--- src/rfi_defines.svh ---
// Constants for the regulator fault interrupt block: register offsets,
// field positions, reset values and timing counts.
// Assumes a 50 MHz system clock shared by both ends of the link.
`ifndef RFI_DEFINES_SVH
`define RFI_DEFINES_SVH

`define RFI_NREG 4
`define RFI_AW 4
`define RFI_DW 8

// Device register offsets on the link
`define RFI_OFS_TOP1 4'h0
`define RFI_OFS_TOP2 4'h1
`define RFI_OFS_REGEVT 4'h2
`define RFI_OFS_PGEVT 4'h3
`define RFI_OFS_MASK_TOP 4'h4
`define RFI_OFS_MASK_REG 4'h5
`define RFI_OFS_STAT 4'h6
`define RFI_OFS_PGSTAT 4'h7
`define RFI_OFS_GPIO_IN 4'h8
`define RFI_OFS_REG_EN 4'h9
`define RFI_OFS_GPIO_CTRL 4'hA

// Field positions in TOP1, TOP2 and the top-level mask
`define RFI_B_WARN 0
`define RFI_B_SD 1
`define RFI_B_OVP 2
`define RFI_B_GPIO 3
`define RFI_B_CLK 4
`define RFI_B_MEAS 5
`define RFI_B_RESTART_MASK 6
`define RFI_B_RESTART 0

// Reset values
`define RFI_EN_RST 4'hF
`define RFI_MASK_RST 8'h00
`define RFI_RESTART_RST 1'b1

// Timing
`define RFI_CLK_MHZ 50
`define RFI_OC_DEBOUNCE_US 20
`define RFI_SC_DEBOUNCE_MS 1
`define RFI_OC_CYCLES (`RFI_OC_DEBOUNCE_US * `RFI_CLK_MHZ)
`define RFI_SC_CYCLES (`RFI_SC_DEBOUNCE_MS * 1000 * `RFI_CLK_MHZ)

// Host APB register offsets
`define RFI_APB_CMD 8'h00
`define RFI_APB_STATUS 8'h04
`define RFI_APB_INT_STATUS 8'h08
`define RFI_APB_INT_CLEAR 8'h0C
`define RFI_APB_INT_ENABLE 8'h10
`define RFI_CMD_WR_BIT 16
`define RFI_INT_DONE 0
`define RFI_INT_DEVIRQ 1

`endif

--- src/rfi_pkg.sv ---
// Types shared by both ends of the regulator fault interrupt link.
// Assumes rfi_defines.svh for widths.
`include "rfi_defines.svh"
package rfi_pkg;
   typedef logic [`RFI_AW-1:0] rfi_addr_t;
   typedef logic [`RFI_DW-1:0] rfi_data_t;
   typedef enum logic {RFI_IDLE, RFI_WAIT} rfi_host_state_t;
endpackage

--- src/rfi_link_if.sv ---
// Link between the regulator fault device and its host controller:
// interrupt line plus a held-request register port.
// Assumes both ends run on the same clock.
`timescale 1ns/100ps
interface rfi_link_if;
   import rfi_pkg::*;
   logic irq_n_output;
   logic req;
   logic wr;
   rfi_addr_t addr;
   rfi_data_t wdata;
   logic ack;
   rfi_data_t rdata;
   modport dev (output irq_n_output, output ack, output rdata,
                input req, input wr, input addr, input wdata);
   modport host (input irq_n_output, input ack, input rdata,
                 output req, output wr, output addr, output wdata);
endinterface

--- src/rfi_device.sv ---
// Regulator fault interrupt device end: sticky event flags, masks, live
// status, protection trips and the active-low interrupt line.
// Assumes analog detector levels arrive asynchronously on the *_in pins.
//
// Implementation choices: the held-request register port and the register offsets.
`timescale 1ns/100ps
`include "rfi_defines.svh"

// Overview of operation
// Any condition sets its flag, pulls line low
// Line stays low until all pending cleared
// Whole-device shutdown reports restart flag afterwards
// Protection disables one regulator, faults all
// Current limit debounced 20 us sets flags
// Overcurrent clear ignored while limit active
// Output low 1 ms sets short flag
// Thermal warning flag held while hot
// Thermal shutdown flag held while hot
// Overvoltage flag held while supply high
// Shutdown disables regulators, drives output pins low
// Power-good reached sets maskable flag
// Pin edge sets maskable pin event flag
// Sync clock change sets clock event flag
// Measurement done sets ready flag
// Start-up without rising output trips regulator
// Reset sets maskable restart flag, write-one clears
// Masked flag records but never interrupts
// Writing zero leaves flags unchanged
module rfi_device #(
   parameter int SC_CYCLES = `RFI_SC_CYCLES
) (
   // Clock and reset
   input wire logic clk_sys_in,
   input wire logic rst_in,
   // Link to host
   rfi_link_if.dev link,
   // Analog detector levels, one per regulator
   input wire logic [`RFI_NREG-1:0] ilim_in,
   input wire logic [`RFI_NREG-1:0] vout_ok_in,
   input wire logic [`RFI_NREG-1:0] pg_reached_in,
   // Device-wide detector levels and events
   input wire logic temp_warn_in,
   input wire logic temp_sd_in,
   input wire logic analog_supply_ov_in,
   input wire logic sync_clk_present_in,
   input wire logic iload_done_in,
   // General-purpose pins
   input wire logic [3:0] gpio_in,
   output logic [3:0] gpio_out,
   output logic [3:0] gpio_oe_out,
   // Regulator enables
   output logic [`RFI_NREG-1:0] reg_en_out
);
   import rfi_pkg::*;

   localparam int NR = `RFI_NREG;
   localparam int OC_CYCLES = `RFI_OC_CYCLES;
   localparam int SW = 21;

   logic [SW-1:0] raw, sy1_reg, sy2_reg;
   logic [3:0] ilim_s, vok_s, pg_s, gpio_s;
   logic warn_s, sd_s, ov_s, sclk_s, ild_s;
   logic [9:0] prev_reg;
   logic [5:0] top1_reg;
   logic restart_reg;
   logic [3:0] oc_reg, sc_reg, pg_reg;
   logic [6:0] mask_top_reg;
   logic [7:0] mask_reg_reg;
   logic [3:0] en_reg, tripped_reg, gpio_dir_reg, gpio_val_reg;
   logic shut_reg, restart_evt;
   logic [3:0] oc_live, sc_evt, pg_rise;
   logic [5:0] top_set;
   logic take, any_pend, ack_reg, irq_n_reg;
   rfi_data_t rdata_reg, rd_mux;
   rfi_data_t clr_top1, clr_top2, clr_evt, clr_pg;

   // Write-one clear mask for a register, zero when not addressed
   function automatic rfi_data_t w1c(input rfi_addr_t ofs);
      w1c = (take && link.wr && link.addr == ofs) ? link.wdata : '0;
   endfunction

   function automatic logic hit(input rfi_addr_t ofs);
      hit = take && link.wr && link.addr == ofs;
   endfunction

   assign clr_top1 = w1c(`RFI_OFS_TOP1);
   assign clr_top2 = w1c(`RFI_OFS_TOP2);
   assign clr_evt = w1c(`RFI_OFS_REGEVT);
   assign clr_pg = w1c(`RFI_OFS_PGEVT);

   // Detector inputs are asynchronous to clk_sys_in
   assign raw = {gpio_in, iload_done_in, sync_clk_present_in, analog_supply_ov_in,
                 temp_sd_in, temp_warn_in, pg_reached_in, vout_ok_in, ilim_in};
   always_ff @(posedge clk_sys_in) begin
      if (rst_in) begin
         sy1_reg <= '0;
         sy2_reg <= '0;
      end else begin
         sy1_reg <= raw;
         sy2_reg <= sy1_reg;
      end
   end
   assign ilim_s = sy2_reg[3:0];
   assign vok_s = sy2_reg[7:4];
   assign pg_s = sy2_reg[11:8];
   assign warn_s = sy2_reg[12];
   assign sd_s = sy2_reg[13];
   assign ov_s = sy2_reg[14];
   assign sclk_s = sy2_reg[15];
   assign ild_s = sy2_reg[16];
   assign gpio_s = sy2_reg[20:17];

   always_ff @(posedge clk_sys_in) begin
      if (rst_in) begin
         prev_reg <= '0;
      end else begin
         prev_reg <= {gpio_s, ild_s, sclk_s, pg_s};
      end
   end
   assign pg_rise = pg_s & ~prev_reg[3:0];

   // Per-regulator debouncers
   genvar i;
   generate
      for (i = 0; i < NR; i++) begin : g_reg
         logic [9:0] oc_cnt_reg;
         logic [15:0] sc_cnt_reg;
         logic running;
         assign running = en_reg[i] & ~tripped_reg[i] & ~shut_reg;
         always_ff @(posedge clk_sys_in) begin
            if (rst_in || !ilim_s[i]) begin
               oc_cnt_reg <= '0;
            end else if (oc_cnt_reg != 10'(OC_CYCLES)) begin
               oc_cnt_reg <= oc_cnt_reg + 10'h001;
            end
         end
         assign oc_live[i] = (oc_cnt_reg == 10'(OC_CYCLES));
         // One counter covers both the start-up window and operation
         always_ff @(posedge clk_sys_in) begin
            if (rst_in || !running || vok_s[i]) begin
               sc_cnt_reg <= '0;
            end else if (sc_cnt_reg != 16'(SC_CYCLES)) begin
               sc_cnt_reg <= sc_cnt_reg + 16'h0001;
            end
         end
         assign sc_evt[i] = running && (sc_cnt_reg == 16'(SC_CYCLES));
      end
   endgenerate

   // Protection trips only the affected regulator; re-writing enable re-arms
   always_ff @(posedge clk_sys_in) begin
      if (rst_in) begin
         tripped_reg <= '0;
      end else if (restart_evt) begin
         tripped_reg <= '0;
      end else begin
         tripped_reg <= (tripped_reg & ~(hit(`RFI_OFS_REG_EN) ? link.wdata[3:0] : 4'h0))
                        | sc_evt;
      end
   end

   // Fault shutdown held while either fault level persists
   always_ff @(posedge clk_sys_in) begin
      if (rst_in) begin
         shut_reg <= 1'b0;
      end else begin
         shut_reg <= sd_s | ov_s;
      end
   end
   assign restart_evt = shut_reg & ~sd_s & ~ov_s;

   assign reg_en_out = shut_reg ? 4'h0 : (en_reg & ~tripped_reg);
   assign gpio_out = shut_reg ? 4'h0 : gpio_val_reg;
   assign gpio_oe_out = gpio_dir_reg;

   // Live levels are set terms, so a clear cannot win while they hold
   assign top_set[`RFI_B_WARN] = warn_s;
   assign top_set[`RFI_B_SD] = sd_s;
   assign top_set[`RFI_B_OVP] = ov_s;
   assign top_set[`RFI_B_GPIO] = |(gpio_s ^ prev_reg[9:6]);
   assign top_set[`RFI_B_CLK] = sclk_s ^ prev_reg[4];
   assign top_set[`RFI_B_MEAS] = ild_s & ~prev_reg[5];

   always_ff @(posedge clk_sys_in) begin
      if (rst_in) begin
         top1_reg <= '0;
      end else begin
         top1_reg <= (top1_reg & ~clr_top1[5:0]) | top_set;
      end
   end

   always_ff @(posedge clk_sys_in) begin
      if (rst_in) begin
         restart_reg <= `RFI_RESTART_RST;
      end else begin
         restart_reg <= (restart_reg & ~clr_top2[`RFI_B_RESTART])
                        | restart_evt;
      end
   end

   always_ff @(posedge clk_sys_in) begin
      if (rst_in) begin
         oc_reg <= '0;
         sc_reg <= '0;
         pg_reg <= '0;
      end else begin
         oc_reg <= (oc_reg & ~clr_evt[3:0]) | oc_live;
         sc_reg <= (sc_reg & ~clr_evt[7:4]) | sc_evt;
         pg_reg <= (pg_reg & ~clr_pg[3:0]) | pg_rise;
      end
   end

   // Control registers; shutdown and overvoltage masks are fixed at zero
   always_ff @(posedge clk_sys_in) begin
      if (rst_in) begin
         mask_top_reg <= 7'(`RFI_MASK_RST);
         mask_reg_reg <= `RFI_MASK_RST;
         en_reg <= `RFI_EN_RST;
         gpio_dir_reg <= '0;
         gpio_val_reg <= '0;
      end else begin
         if (hit(`RFI_OFS_MASK_TOP)) begin
            mask_top_reg <= link.wdata[6:0] & 7'h79;
         end
         if (hit(`RFI_OFS_MASK_REG)) begin
            mask_reg_reg <= link.wdata;
         end
         if (hit(`RFI_OFS_REG_EN)) begin
            en_reg <= link.wdata[3:0];
         end
         if (hit(`RFI_OFS_GPIO_CTRL)) begin
            gpio_val_reg <= link.wdata[3:0];
            gpio_dir_reg <= link.wdata[7:4];
         end
      end
   end

   always_comb begin
      unique case (link.addr)
         `RFI_OFS_TOP1: rd_mux = {2'b00, top1_reg};
         `RFI_OFS_TOP2: rd_mux = {oc_reg | sc_reg | pg_reg, 3'b000, restart_reg};
         `RFI_OFS_REGEVT: rd_mux = {sc_reg, oc_reg};
         `RFI_OFS_PGEVT: rd_mux = {4'h0, pg_reg};
         `RFI_OFS_MASK_TOP: rd_mux = {1'b0, mask_top_reg};
         `RFI_OFS_MASK_REG: rd_mux = mask_reg_reg;
         `RFI_OFS_STAT: rd_mux = {sclk_s, ov_s, sd_s, warn_s, oc_live};
         `RFI_OFS_PGSTAT: rd_mux = {4'h0, pg_s};
         `RFI_OFS_GPIO_IN: rd_mux = {4'h0, gpio_s};
         `RFI_OFS_REG_EN: rd_mux = {tripped_reg, en_reg};
         `RFI_OFS_GPIO_CTRL: rd_mux = {gpio_dir_reg, gpio_val_reg};
         default: rd_mux = '0;
      endcase
   end

   // A request is taken once; ack pulses the cycle after
   assign take = link.req & ~ack_reg;
   always_ff @(posedge clk_sys_in) begin
      if (rst_in) begin
         ack_reg <= 1'b0;
         rdata_reg <= '0;
      end else begin
         ack_reg <= take;
         if (take) begin
            rdata_reg <= rd_mux;
         end
      end
   end
   assign link.ack = ack_reg;
   assign link.rdata = rdata_reg;

   // Mask bit set means the flag is recorded but kept off the line
   assign any_pend = |(top1_reg & ~mask_top_reg[5:0])
                     | (restart_reg & ~mask_top_reg[`RFI_B_RESTART_MASK])
                     | |(oc_reg & ~mask_reg_reg[3:0])
                     | |sc_reg
                     | |(pg_reg & ~mask_reg_reg[7:4]);
   always_ff @(posedge clk_sys_in) begin
      if (rst_in) begin
         irq_n_reg <= 1'b1;
      end else begin
         irq_n_reg <= ~any_pend;
      end
   end
   assign link.irq_n_output = irq_n_reg;

endmodule // rfi_device

--- src/flat_wrapper.sv ---
// flat-port wrapper written by rule: the top's interface ports become plain ports
module rfi_device_flat import rfi_pkg::*;
#(
   parameter int SC_CYCLES = `RFI_SC_CYCLES
)
  (clk_sys_in, rst_in, ilim_in, vout_ok_in, pg_reached_in, temp_warn_in, temp_sd_in, analog_supply_ov_in, sync_clk_present_in, iload_done_in, gpio_in, gpio_out, gpio_oe_out, reg_en_out, link_irq_n_output, link_ack, link_rdata, link_req, link_wr, link_addr, link_wdata);
  rfi_link_if link_i ();
  input wire logic clk_sys_in;
  input wire logic rst_in;
  input wire logic [`RFI_NREG-1:0] ilim_in;
  input wire logic [`RFI_NREG-1:0] vout_ok_in;
  input wire logic [`RFI_NREG-1:0] pg_reached_in;
  input wire logic temp_warn_in;
  input wire logic temp_sd_in;
  input wire logic analog_supply_ov_in;
  input wire logic sync_clk_present_in;
  input wire logic iload_done_in;
  input wire logic [3:0] gpio_in;
  output logic [3:0] gpio_out;
  output logic [3:0] gpio_oe_out;
  output logic [`RFI_NREG-1:0] reg_en_out;
  output wire logic [$bits(link_i.irq_n_output)-1:0] link_irq_n_output;
  output wire logic [$bits(link_i.ack)-1:0] link_ack;
  output wire logic [$bits(link_i.rdata)-1:0] link_rdata;
  input wire logic [$bits(link_i.req)-1:0] link_req;
  input wire logic [$bits(link_i.wr)-1:0] link_wr;
  input wire logic [$bits(link_i.addr)-1:0] link_addr;
  input wire logic [$bits(link_i.wdata)-1:0] link_wdata;
  assign link_irq_n_output = link_i.irq_n_output;
  assign link_ack = link_i.ack;
  assign link_rdata = link_i.rdata;
  assign link_i.req = link_req;
  assign link_i.wr = link_wr;
  assign link_i.addr = link_addr;
  assign link_i.wdata = link_wdata;
  rfi_device #(.SC_CYCLES(SC_CYCLES)) u_core (.clk_sys_in(clk_sys_in), .rst_in(rst_in), .link(link_i), .ilim_in(ilim_in), .vout_ok_in(vout_ok_in), .pg_reached_in(pg_reached_in), .temp_warn_in(temp_warn_in), .temp_sd_in(temp_sd_in), .analog_supply_ov_in(analog_supply_ov_in), .sync_clk_present_in(sync_clk_present_in), .iload_done_in(iload_done_in), .gpio_in(gpio_in), .gpio_out(gpio_out), .gpio_oe_out(gpio_oe_out), .reg_en_out(reg_en_out));
endmodule
--- config.mk ---
export PLATFORM = sky130hd
export DESIGN_NAME = rfi_device_flat
export DESIGN_NICKNAME = d
export VERILOG_FILES = /design/src/rfi_pkg.sv /design/src/rfi_link_if.sv /design/src/rfi_device.sv /design/src/flat_wrapper.sv
export VERILOG_INCLUDE_DIRS = /design/src
export SDC_FILE = /design/constraint.sdc
export NUM_CORES = 1
export LEC_CHECK = 0
export BUFFER_PORTS_ARGS = -buffer_cell sky130_fd_sc_hd__clkbuf_2
export CELL_PAD_IN_SITES_DETAIL_PLACEMENT = 1
export CELL_PAD_IN_SITES_GLOBAL_PLACEMENT = 2
export CORE_MARGIN = 3
export CORE_UTILIZATION = 41
export DETAILED_ROUTE_END_ITERATION = 10
export PLACE_DENSITY = 0.89
export SYNTH_ARGS = -nofsm -noshare
export SYNTH_HDL_FRONTEND = slang
export SYNTH_SLANG_ARGS = --single-unit
export TNS_END_PERCENT = 100
--- constraint.sdc ---
create_clock -name clk_sys_in -period 2.8 [get_ports clk_sys_in]
set_clock_uncertainty 0.1 [all_clocks]
set_input_delay 0.56 -clock clk_sys_in [delete_from_list [all_inputs] [get_ports clk_sys_in]]
set_output_delay 0.56 -clock clk_sys_in [all_outputs]
set_load 0.01 [all_outputs]
==> Word-level counts from Yosys, hierarchy flattened <==
Index checks and enable logic that the tools add are counted.
{ "word_totals": {"out_inout_bits": 22, "reg_bits": 215, "word_cells": 169} }
{ "classes": {"n_addsub": 8, "n_reduce_logical": 40, "bitwise_logic": 61, "muxes": 8, "n_eq_ne": 26} }
{ "op_table": {"columns": ["op", "n"], "rows": [
  ["8-bit case mux with 11 select lines", 1],
  ["16-bit by 1-bit adder with 16-bit output, second input constant", 4],
  ["16-bit equality test, second input constant", 4],
  ["16-bit inequality test, second input constant", 4],
  ["10-bit by 1-bit adder with 10-bit output, second input constant", 4],
  ["10-bit equality test, second input constant", 4],
  ["10-bit inequality test, second input constant", 4],
  ["4-bit AND", 8],
  ["4-bit NOT", 8],
  ["4-bit bitwise OR", 6],
  ["4-bit by 3-bit equality test with 1-bit output, second input constant", 4],
  ["4-bit two-way mux", 4],
  ["4-bit OR reduction", 4],
  ["1-bit AND", 14],
  ["1-bit logical AND", 13],
  ["6-bit AND", 2],
  ["4-bit equality test, second input constant", 3],
  ["1-bit logical OR", 12],
  ["1-bit NOT", 12],
  ["6-bit NOT", 2],
  ["4-bit by 2-bit equality test with 1-bit output, second input constant", 2],
  ["1-bit zero test", 8],
  ["8-bit two-way mux", 1],
  ["6-bit two-way mux", 1],
  ["other kinds (9)", 14]
]} }

==> Depth between registers and ports, before layout <==
Gate-level depths: netlist of the first run.
{ "depth": {"ltp_word": 8, "depth_mapped": 7, "mapped_depth_nobuf": 6} }

==> Worst setup path before layout of the first run <==
No wires, ideal clock.
{ "synth_timing": {"path_kind": "input port to flip-flop", "startpoint": "in link_addr[3]", "endpoint": "reg u_core.rdata_reg[2], in the netlist u_core.link.rdata[2]", "required_ps": 2567, "setup_ps": 133, "path_stages": 6, "n_path_buf": 2, "slack_ps": 976, "arrival_time_ps": 1591, "cell_sequence": "buf_2 -> and2b_1 -> buf_2 -> a32o_1 -> nor4b_1 -> a211oi_1"} }
{ "synth_between": {"elab_chain_len": 2} }
{ "synth_lines": {"columns": ["item", "line", "source"], "rows": [
  ["from (decl)", "flat_wrapper.sv:27", "input wire logic [$bits(link_i.addr)-1:0] link_addr;"],
  ["4-bit equality test, or another cell as far along", "rfi_device.sv:239", "unique case (link.addr)"],
  ["8-bit case mux with 11 select lines *", "rfi_device.sv:239", null],
  ["to (signal assigned)", "rfi_device.sv:264", "rdata_reg <= rd_mux;"],
  ["to (decl)", "rfi_device.sv:74", "rfi_data_t rdata_reg, rd_mux;"]
]} }
Mark *: on every way between the ends. The rest lies on a longest branch, timed or not.
A chain may end at the register's enable or synchronous reset.

==> Final worst setup path of the first run <==
{ "layout_timing": {"startpoint": "reg u_core.shut_reg", "endpoint": "out reg_en_out[3]"} }
{ "layout_between": {"elab_chain_len": 1} }
{ "layout_lines": {"columns": ["item", "line", "source"], "rows": [
  ["from (decl)", "rfi_device.sv:70", "logic shut_reg, restart_evt;"],
  ["from (signal assigned)", "rfi_device.sv:167", "shut_reg <= sd_s | ov_s;"],
  ["4-bit two-way mux", "rfi_device.sv:172", "assign reg_en_out = shut_reg ? 4'h0 : (en_reg & ~tripped_reg);"],
  ["to (decl)", "flat_wrapper.sv:21", "output logic [`RFI_NREG-1:0] reg_en_out;"]
]} }
Every way passes these cells.

==> results of run 1 <==
==> layout by cell type (no fill, tap or decap), types with 22 or more instances in the layout <==
cell type / instances
sky130_fd_sc_hd__dfxtp_1: 215
sky130_fd_sc_hd__nand3_1: 43
sky130_fd_sc_hd__a21oi_1: 54
sky130_fd_sc_hd__xor2_1: 25
sky130_fd_sc_hd__mux2i_1: 38
sky130_fd_sc_hd__nand4_1: 35
sky130_fd_sc_hd__clkbuf_16: 25
sky130_fd_sc_hd__clkbuf_2: 57
sky130_fd_sc_hd__xnor2_1: 55
sky130_fd_sc_hd__nor2_1: 128
sky130_fd_sc_hd__nor3_1: 22
sky130_fd_sc_hd__nor2b_1: 59
sky130_fd_sc_hd__nor4_1: 23
sky130_fd_sc_hd__o21ai_0: 29
sky130_fd_sc_hd__inv_1: 58
sky130_fd_sc_hd__nand2_1: 40
==> stage by stage <==
step / cell area (um2) / util, % / cells / setup WS, ns / hold slack, ns
3_3_place_gp: 9920 / 44.8 / 1347 / 0.650 / 0.325
4_1_cts: 10700 / 48.3 / 1390 / 0.510 / 0.152
3_5_place_dp: 9920 / 44.8 / 1347 / 0.596 / 0.331
6_report: 10700 / 48.3 / 1390 / 0.499 / 0.168
2_1_floorplan: 9410 / - / 1036 / 0.976 / 0.314
5_1_grt: 10700 / 48.3 / 1390 / 0.422 / 0.152
==> logic make-up after synthesis <==
kind of cell               count (synthesis)  synth area share [%]
DFF                                      215                  45.7
and+or+nand+nor                          447                  26.2
AOI/OAI and AO/OA                        138                  9.32
muxes                                     41                  4.40
adders and majority gates                 16                  2.13
xor gates and xnor gates                  80                  7.44
buffers and inverters                     99                  4.83
==> critical path: cells and delay by family (launching register included) <==
| family | cells | cell delay, ns |
|---|---|---|
| buf+inv | 1 | 0.21 |
| flops | 1 | 0.49 |
| simple gates | 1 | 0.44 |
==> final cells by class <==
type / count / area [um2]
flip-flops and latches: 215 / 4300
repair buffers: 71 / 390
well taps: 280 / 350
inverters: 59 / 221
multi-input cells: 722 / 4650
clock inverters: 6 / 57.6
fillers: 2617 / 11500
clock buffers: 37 / 721
==> how the worst min path moves through the flow <==
stage | from | end | slack, ns | cells past startpoint
floorplan | u_core.sy1_reg[0] | u_core.sy2_reg[0] | 0.31 | 1
global placement | u_core.sy1_reg[8] | u_core.sy2_reg[8] | 0.33 | 1
detailed placement | u_core.sy1_reg[2] | u_core.sy2_reg[2] | 0.33 | 1
CTS | vout_ok_in[0] | u_core.sy1_reg[4] | 0.15 | 2
global route | ilim_in[1] | u_core.sy1_reg[1] | 0.15 | 2
finish | vout_ok_in[0] | u_core.sy1_reg[4] | 0.17 | 2
==> per-layer routing <==
| metal | track usage (%) | share of wire [%] | vias to the layer above |
|---|---|---|---|
| li1 | - | - | 3724 |
| met1 | 27.5 | 48 | 3628 |
| met2 | 31.3 | 45 | 170 |
| met3 | 2.97 | 4.7 | 43 |
| met4 | 5.58 | 2.5 | 0 |
| met5 | 0 | 0 | - |
==> power by group through the flow <==
stage | Sequential [mW] | Combinational, mW | Clock, mW
floorplan | 3.22 | 0.230 | 0
global placement | 3.24 | 0.323 | 0
detailed placement | 3.25 | 0.332 | 0
CTS | 3.18 | 0.334 | 3.15
global route | 3.19 | 0.370 | 3.29
finish | 3.18 | 0.332 | 3.06
==> out/qor.txt, run 1 <==
Status -> completed
Kind of capture point of the worst setup path -> output port
CTS tree -> built
Area added between synthesis and finish -> 13.7%
Setup repair after global routing missed its margin -> no
Critical path endpoint -> reg_en_out[3]
Post-DP HPWL -> 17400 um
Number of vias per cell after detailed routing -> 5.44
Number of slew-limit violations in the final report -> 0
Worst reg2reg startpoint -> u_core.g_reg[3].oc_cnt_reg[0]
Clock latency on the worst-skew pair -> 0.50 ns
Data required, critical path -> 2.14 ns
Share of synthesized area occupied by flip-flops and latches -> 45.7%
Post-CTS Hold Fix Bufs -> 0
CP arrival -> 1.64 ns
Avg Cell Area, Syn -> 9.09 um2
Area leader, netlist -> sky130_fd_sc_hd__dfxtp_1
Setup Crit Path Kind -> flip-flop to output port
Number of buffers inserted by post-CTS setup repair -> 0
Inserted Clock Buffers -> 25
Largest register FFs -> 64
Buffer depth of the longest clock path -> 3
Core outline area -> 22200 um2
Cell internal power dissipation -> 5.11 mW
Delay of the slowest cell on the worst path -> 0.49 ns
Async SR Flop Fraction -> 0%
Die ar. -> 24800 um2
Overflow left after global routing -> 0
LEAKAGE -> 3.79 nW
Register share of total power -> 48.4%
CP Max Fanout -> 14
Tmin final -> 2.30 ns
Number of placement rows -> 54
Number of global-route vias before repair -> 7470
Leading post-synthesis cells by instance count -> sky130_fd_sc_hd__dfxtp_1 (215), sky130_fd_sc_hd__nor2_1 (128), sky130_fd_sc_hd__nor2b_1 (59)
Overall power consumption -> 6.57 mW
Post-synthesis cell count -> 1036
Count of inserted antenna diode cells -> 0
FF-to-FF End -> u_core.link.rdata[3]
Die boundary width -> 158 um
Worst voltage drop across the vdd grid -> 0.000298 V
Post-synthesis sequential element count -> 215
Cell at the root of the clock tree -> sky130_fd_sc_hd__clkbuf_16
Synth area leaders -> sky130_fd_sc_hd__dfxtp_1 (46%), sky130_fd_sc_hd__xnor2_1 (5.1%), sky130_fd_sc_hd__nor2_1 (5.1%), sky130_fd_sc_hd__mux2i_1 (4.0%), sky130_fd_sc_hd__nor2b_1 (3.9%)
Number of levels in the clock H-tree -> 1
Post-detailed-routing wire length -> 24100 um
Antenna violations before repair -> 0
Proportion of total power due to net switching -> 22.3%
Die outline height -> 158 um
Maximum number of pins on one net before global-route repair -> 71
Sort of element at the start of the critical path -> flip-flop
Ordered cell list for the critical path -> nor3b_1 > clkbuf_2
Part of the power in the clock network -> 46.6%
Antenna-violating nets left -> 0
Area share of the largest cell type after synthesis -> 45.7%
Clock transition at the registers of the reported paths -> 0.06 ns
Final weighted congestion of routability-driven global placement -> 0.898
Total negative setup slack -> 0 ns
Cell with the most instances after synthesis -> sky130_fd_sc_hd__dfxtp_1
Iteration-0 DRC Markers -> 384
Total track usage -> 19.6%
Synthesized netlist net count -> 1089
Power density over the cells -> 614 nW/um2
Hold violation total from the final report -> 0
Launch point of the critical path -> u_core.shut_reg
Worst-Margin Slew -> 0.762 ns
R2R cell count -> 6
Power share of the combinational group -> 5.0%
Mapped cell area -> 9410 um2
Wire length of the first global-routing pass -> 39400 um
Total net switching power -> 1.47 mW
# DRC -> 0
Slowest cell on crit path -> sky130_fd_sc_hd__dfxtp_1
Relative max-transition margin -> 49.2%
Yosys cell types -> 71
Highest attainable clock frequency -> 435 MHz
Number of warning messages in the yosys log -> 0
Ports placed on the boundary -> 59
Finish-stage setup viols -> 0
Count of nets after finishing -> 1147
Final worst-path cycle share -> 82.2%
Most used flip-flop cell after synthesis -> sky130_fd_sc_hd__dfxtp_1
Share of layout cells above drive strength 1 -> 11.1%
Vias after detailed routing -> 7565
Clock net sink count -> 215
Register-to-register setup slack -> 0.83 ns
Drt wl/cell -> 17.3 um
Number of maximum-capacitance violations -> 0
# resized after CTS -> 0
Number of synthesized flops with an enable pin -> 0
Number of input and output port buffers inserted -> 58
Worst hold-check path type -> primary input to flip-flop
Number of detailed-routing iterations run before antenna repair -> 5
Starting density of the core -> 42.5%
No activity file was read; power rests on OpenSTA's default activity.
==> inputs of run 2 (changes only) <==
--- a/config.mk
+++ b/config.mk
@@ -10,9 +10,9 @@
 export CELL_PAD_IN_SITES_DETAIL_PLACEMENT = 1
 export CELL_PAD_IN_SITES_GLOBAL_PLACEMENT = 2
 export CORE_MARGIN = 3
-export CORE_UTILIZATION = 41
+export CORE_UTILIZATION = 34
 export DETAILED_ROUTE_END_ITERATION = 10
-export PLACE_DENSITY = 0.89
+export PLACE_DENSITY = 0.8
 export SYNTH_ARGS = -nofsm -noshare
 export SYNTH_HDL_FRONTEND = slang
 export SYNTH_SLANG_ARGS = --single-unit
==> constraint.sdc (replaced) <==
create_clock -name clk_sys_in -period 2.09 [get_ports clk_sys_in]
set_clock_uncertainty 0.1 [all_clocks]
set_input_delay 0.418 -clock clk_sys_in [delete_from_list [all_inputs] [get_ports clk_sys_in]]
set_output_delay 0.418 -clock clk_sys_in [all_outputs]
set_load 0.01 [all_outputs]
==> run 2 against run 1 <==
Die area grew 20%. Total power grew 45%. Clock power grew 57%. Flip-flop and latch count is the same. Worst hold slack lost 0.15 ns. First-iteration DRC count grew 14%. Utilization shrank 7.3 points. Highest routed layer unchanged. Register-to-register slack lost 0.69 ns. Via count is essentially flat. Global-route usage shrank 2.9 points. Critical path type is now flip-flop to flip-flop. Largest cell class unchanged. Combinational power grew 39%.
==> out/qor.txt, run 2 (synthesized netlist as in run 1, its figures left out) <==
Finish-stage setup viols -> 0 (unchanged)
Post-detailed-routing wire length -> 24700 um (+2.5%)
# fillers -> 3088 (+18%)
Setup repair after global routing missed its margin -> no
CTS tree -> built
Final worst-path cycle share -> 93.3%
CP Max Fanout -> 3 (-11)
Count of inserted antenna diode cells -> 0 (unchanged)
Share of the core filled with cells in the final layout -> 41.0% (-7.3 points)
Worst hold-check path type -> primary input to flip-flop
Tmin final -> 1.95 ns
Clock net sink count -> 215 (unchanged)
Number of slew-limit violations in the final report -> 0 (unchanged)
# DRC -> 0 (unchanged)
Setup Crit Path Kind -> flip-flop to flip-flop
Number of vias per cell after detailed routing -> 5.05 (-7.2%)
Kind of capture point of the worst setup path -> flip-flop
Inserted Clock Buffers -> 25 (unchanged)
Buffer depth of the longest clock path -> 3 (unchanged)
Number of buffers inserted by post-CTS setup repair -> 0 (unchanged)
Register area -> 4310 um2 (about the same)
Most common library cell in the layout ignoring fill and taps -> sky130_fd_sc_hd__dfxtp_1
Worst voltage drop across the vdd grid -> 0.000524 V (+75%)
Final weighted congestion of routability-driven global placement -> 0.861 (-4.1%)
Antenna-violating nets left -> 0 (unchanged)
Number of levels in the clock H-tree -> 1 (unchanged)
Power density over the cells -> 856 nW/um2 (+39%)
Vias after detailed routing -> 7570 (+0.066%)
Antenna violations before repair -> 0 (unchanged)
Die ar. -> 29700 um2 (+20%)
Clock transition at the registers of the reported paths -> 0.06 ns (about the same)
Number of input and output port buffers inserted -> 58 (unchanged)
Number of maximum-capacitance violations -> 0 (unchanged)
Commonest cells after routing, fill and taps aside -> sky130_fd_sc_hd__dfxtp_1 (214), sky130_fd_sc_hd__nor2_1 (128), sky130_fd_sc_hd__nor2b_1 (59), sky130_fd_sc_hd__inv_1 (58), sky130_fd_sc_hd__clkbuf_2 (57)
Post-Place Cell Area -> 10200 um2 (+2.4%)
Status -> completed
Sort of element at the start of the critical path -> flip-flop
Core outline area -> 27100 um2 (+22%)
Total track usage -> 16.6% (-2.9 points)
Die outline height -> 172 um (+9.4%)
Hold violation total from the final report -> 0 (unchanged)
Drt wl/cell -> 16.5 um (-5.0%)
Multi-input gate area in the final layout -> 4660 um2 (+0.11%)
Crit path setup slack, layout -> 0.140 ns (-0.359 ns)
Starting density of the core -> 34.7% (-7.7 points)
Iteration-0 DRC Markers -> 439 (+14%)
Maximum number of pins on one net before global-route repair -> 55 (-23%)
Number of global-route vias before repair -> 7523 (+0.71%)
Filler-free cell count of the finished design -> 1499 (+7.8%)
Minimum setup slack after placement -> 0.0914 ns (-0.504 ns)
Area added between synthesis and finish -> 18.1%
Number of detailed-routing iterations run before antenna repair -> 4 (-1)
Highest attainable clock frequency -> 513 MHz
Cell count after placement -> 1451 (+7.7%)
LEAKAGE -> 3.94 nW (+4.0%)
Final Instance Area -> 11100 um2 (+3.9%)
Overall power consumption -> 9.52 mW (+45%)
Cell at the root of the clock tree -> sky130_fd_sc_hd__clkbuf_16
Fin Hold WS -> 0.0175 ns (-0.151 ns)
Relative max-transition margin -> 51.5% (+2.3 points)
Clock latency on the worst-skew pair -> 0.52 ns (+0.02 ns)
Largest register FFs -> 64 (unchanged)
Overflow left after global routing -> 0 (unchanged)
Die boundary width -> 172 um (+9.4%)
Ports placed on the boundary -> 59 (unchanged)
CP arrival -> 2.30 ns (+0.66 ns)
Wire length of the first global-routing pass -> 40000 um (+1.4%)
Total negative setup slack -> 0 ns (unchanged)
Number of placement rows -> 60 (+11%)
Worst-Margin Slew -> 0.710 ns (-0.0525 ns)
Share of layout cells above drive strength 1 -> 12.9% (+1.8 points)
Post-DP HPWL -> 18000 um (+3.2%)
Data required, critical path -> 2.44 ns (+0.30 ns)
Count of nets after finishing -> 1162 (+1.3%)
## run 2: changes by cell type in the layout (fill, tap and decap cells not counted), moves of 2 or more
cell	previous run	this run
sky130_fd_sc_hd__dlygate4sd3_1	0	3
sky130_fd_sc_hd__clkbuf_1	7	1
sky130_fd_sc_hd__buf_12	0	3
sky130_fd_sc_hd__bufinv_16	1	5
sky130_fd_sc_hd__clkbuf_8	5	7
sky130_fd_sc_hd__buf_4	14	23
## run 2: what timing repair did
item,CTS,global route
endpoints found under the setup margin,1,4
endpoints found under the hold margin,3,0
hold buffers,3,0
gates resized for setup,1,1
## run 2: critical path, stage by stage (launching register included)
cell and delay, ns:
sky130_fd_sc_hd__dfxtp_1 0.32, sky130_fd_sc_hd__or4_1 0.53, sky130_fd_sc_hd__a2111oi_0 0.64, sky130_fd_sc_hd__a41o_1 0.29
## run 2: power by group
| group | internal [mW] | switching [mW] | total, mW | leakage, nW |
|---|---|---|---|---|
| Clock | 3.05 | 1.75 | 4.79 | 0.450 |
| Sequential | 4.18 | 0.0767 | 4.26 | 1.75 |
| Combinational | 0.183 | 0.280 | 0.463 | 1.74 |
| Total | 7.41 | 2.10 | 9.52 | 3.94 |
## run 2: final timing paths
check | start | end | slack (ns) | cells after the start
hold reg to reg | u_core.sy1_reg[15] | u_core.sy2_reg[15] | 0.34 | 1
hold / removal | gpio_in[1] | u_core.sy1_reg[18] | 0.02 | 2
setup reg to reg | u_core.sc_reg[1] | u_core.link.irq_n_output | 0.14 | 3
setup / recovery | u_core.sc_reg[1] | u_core.link.irq_n_output | 0.14 | 3
## run 2: layer usage
layer	global-route usage (%)	up-vias	wire (um)
met5	0	-	0
met4	3.92	0	465
met3	2.58	28	1440
met2	26.8	129	11000
met1	23.4	3659	11700
li1	-	3754	-
## run 2: cell type report
type | count | area share [%]
flip-flops and latches | 215 | 38.7
inverters | 59 | 1.99
repair buffers | 86 | 4.93
well taps | 372 | 4.19
clock inverters | 12 | 1.71
clock buffers | 33 | 6.53
multi-input cells | 722 | 41.9
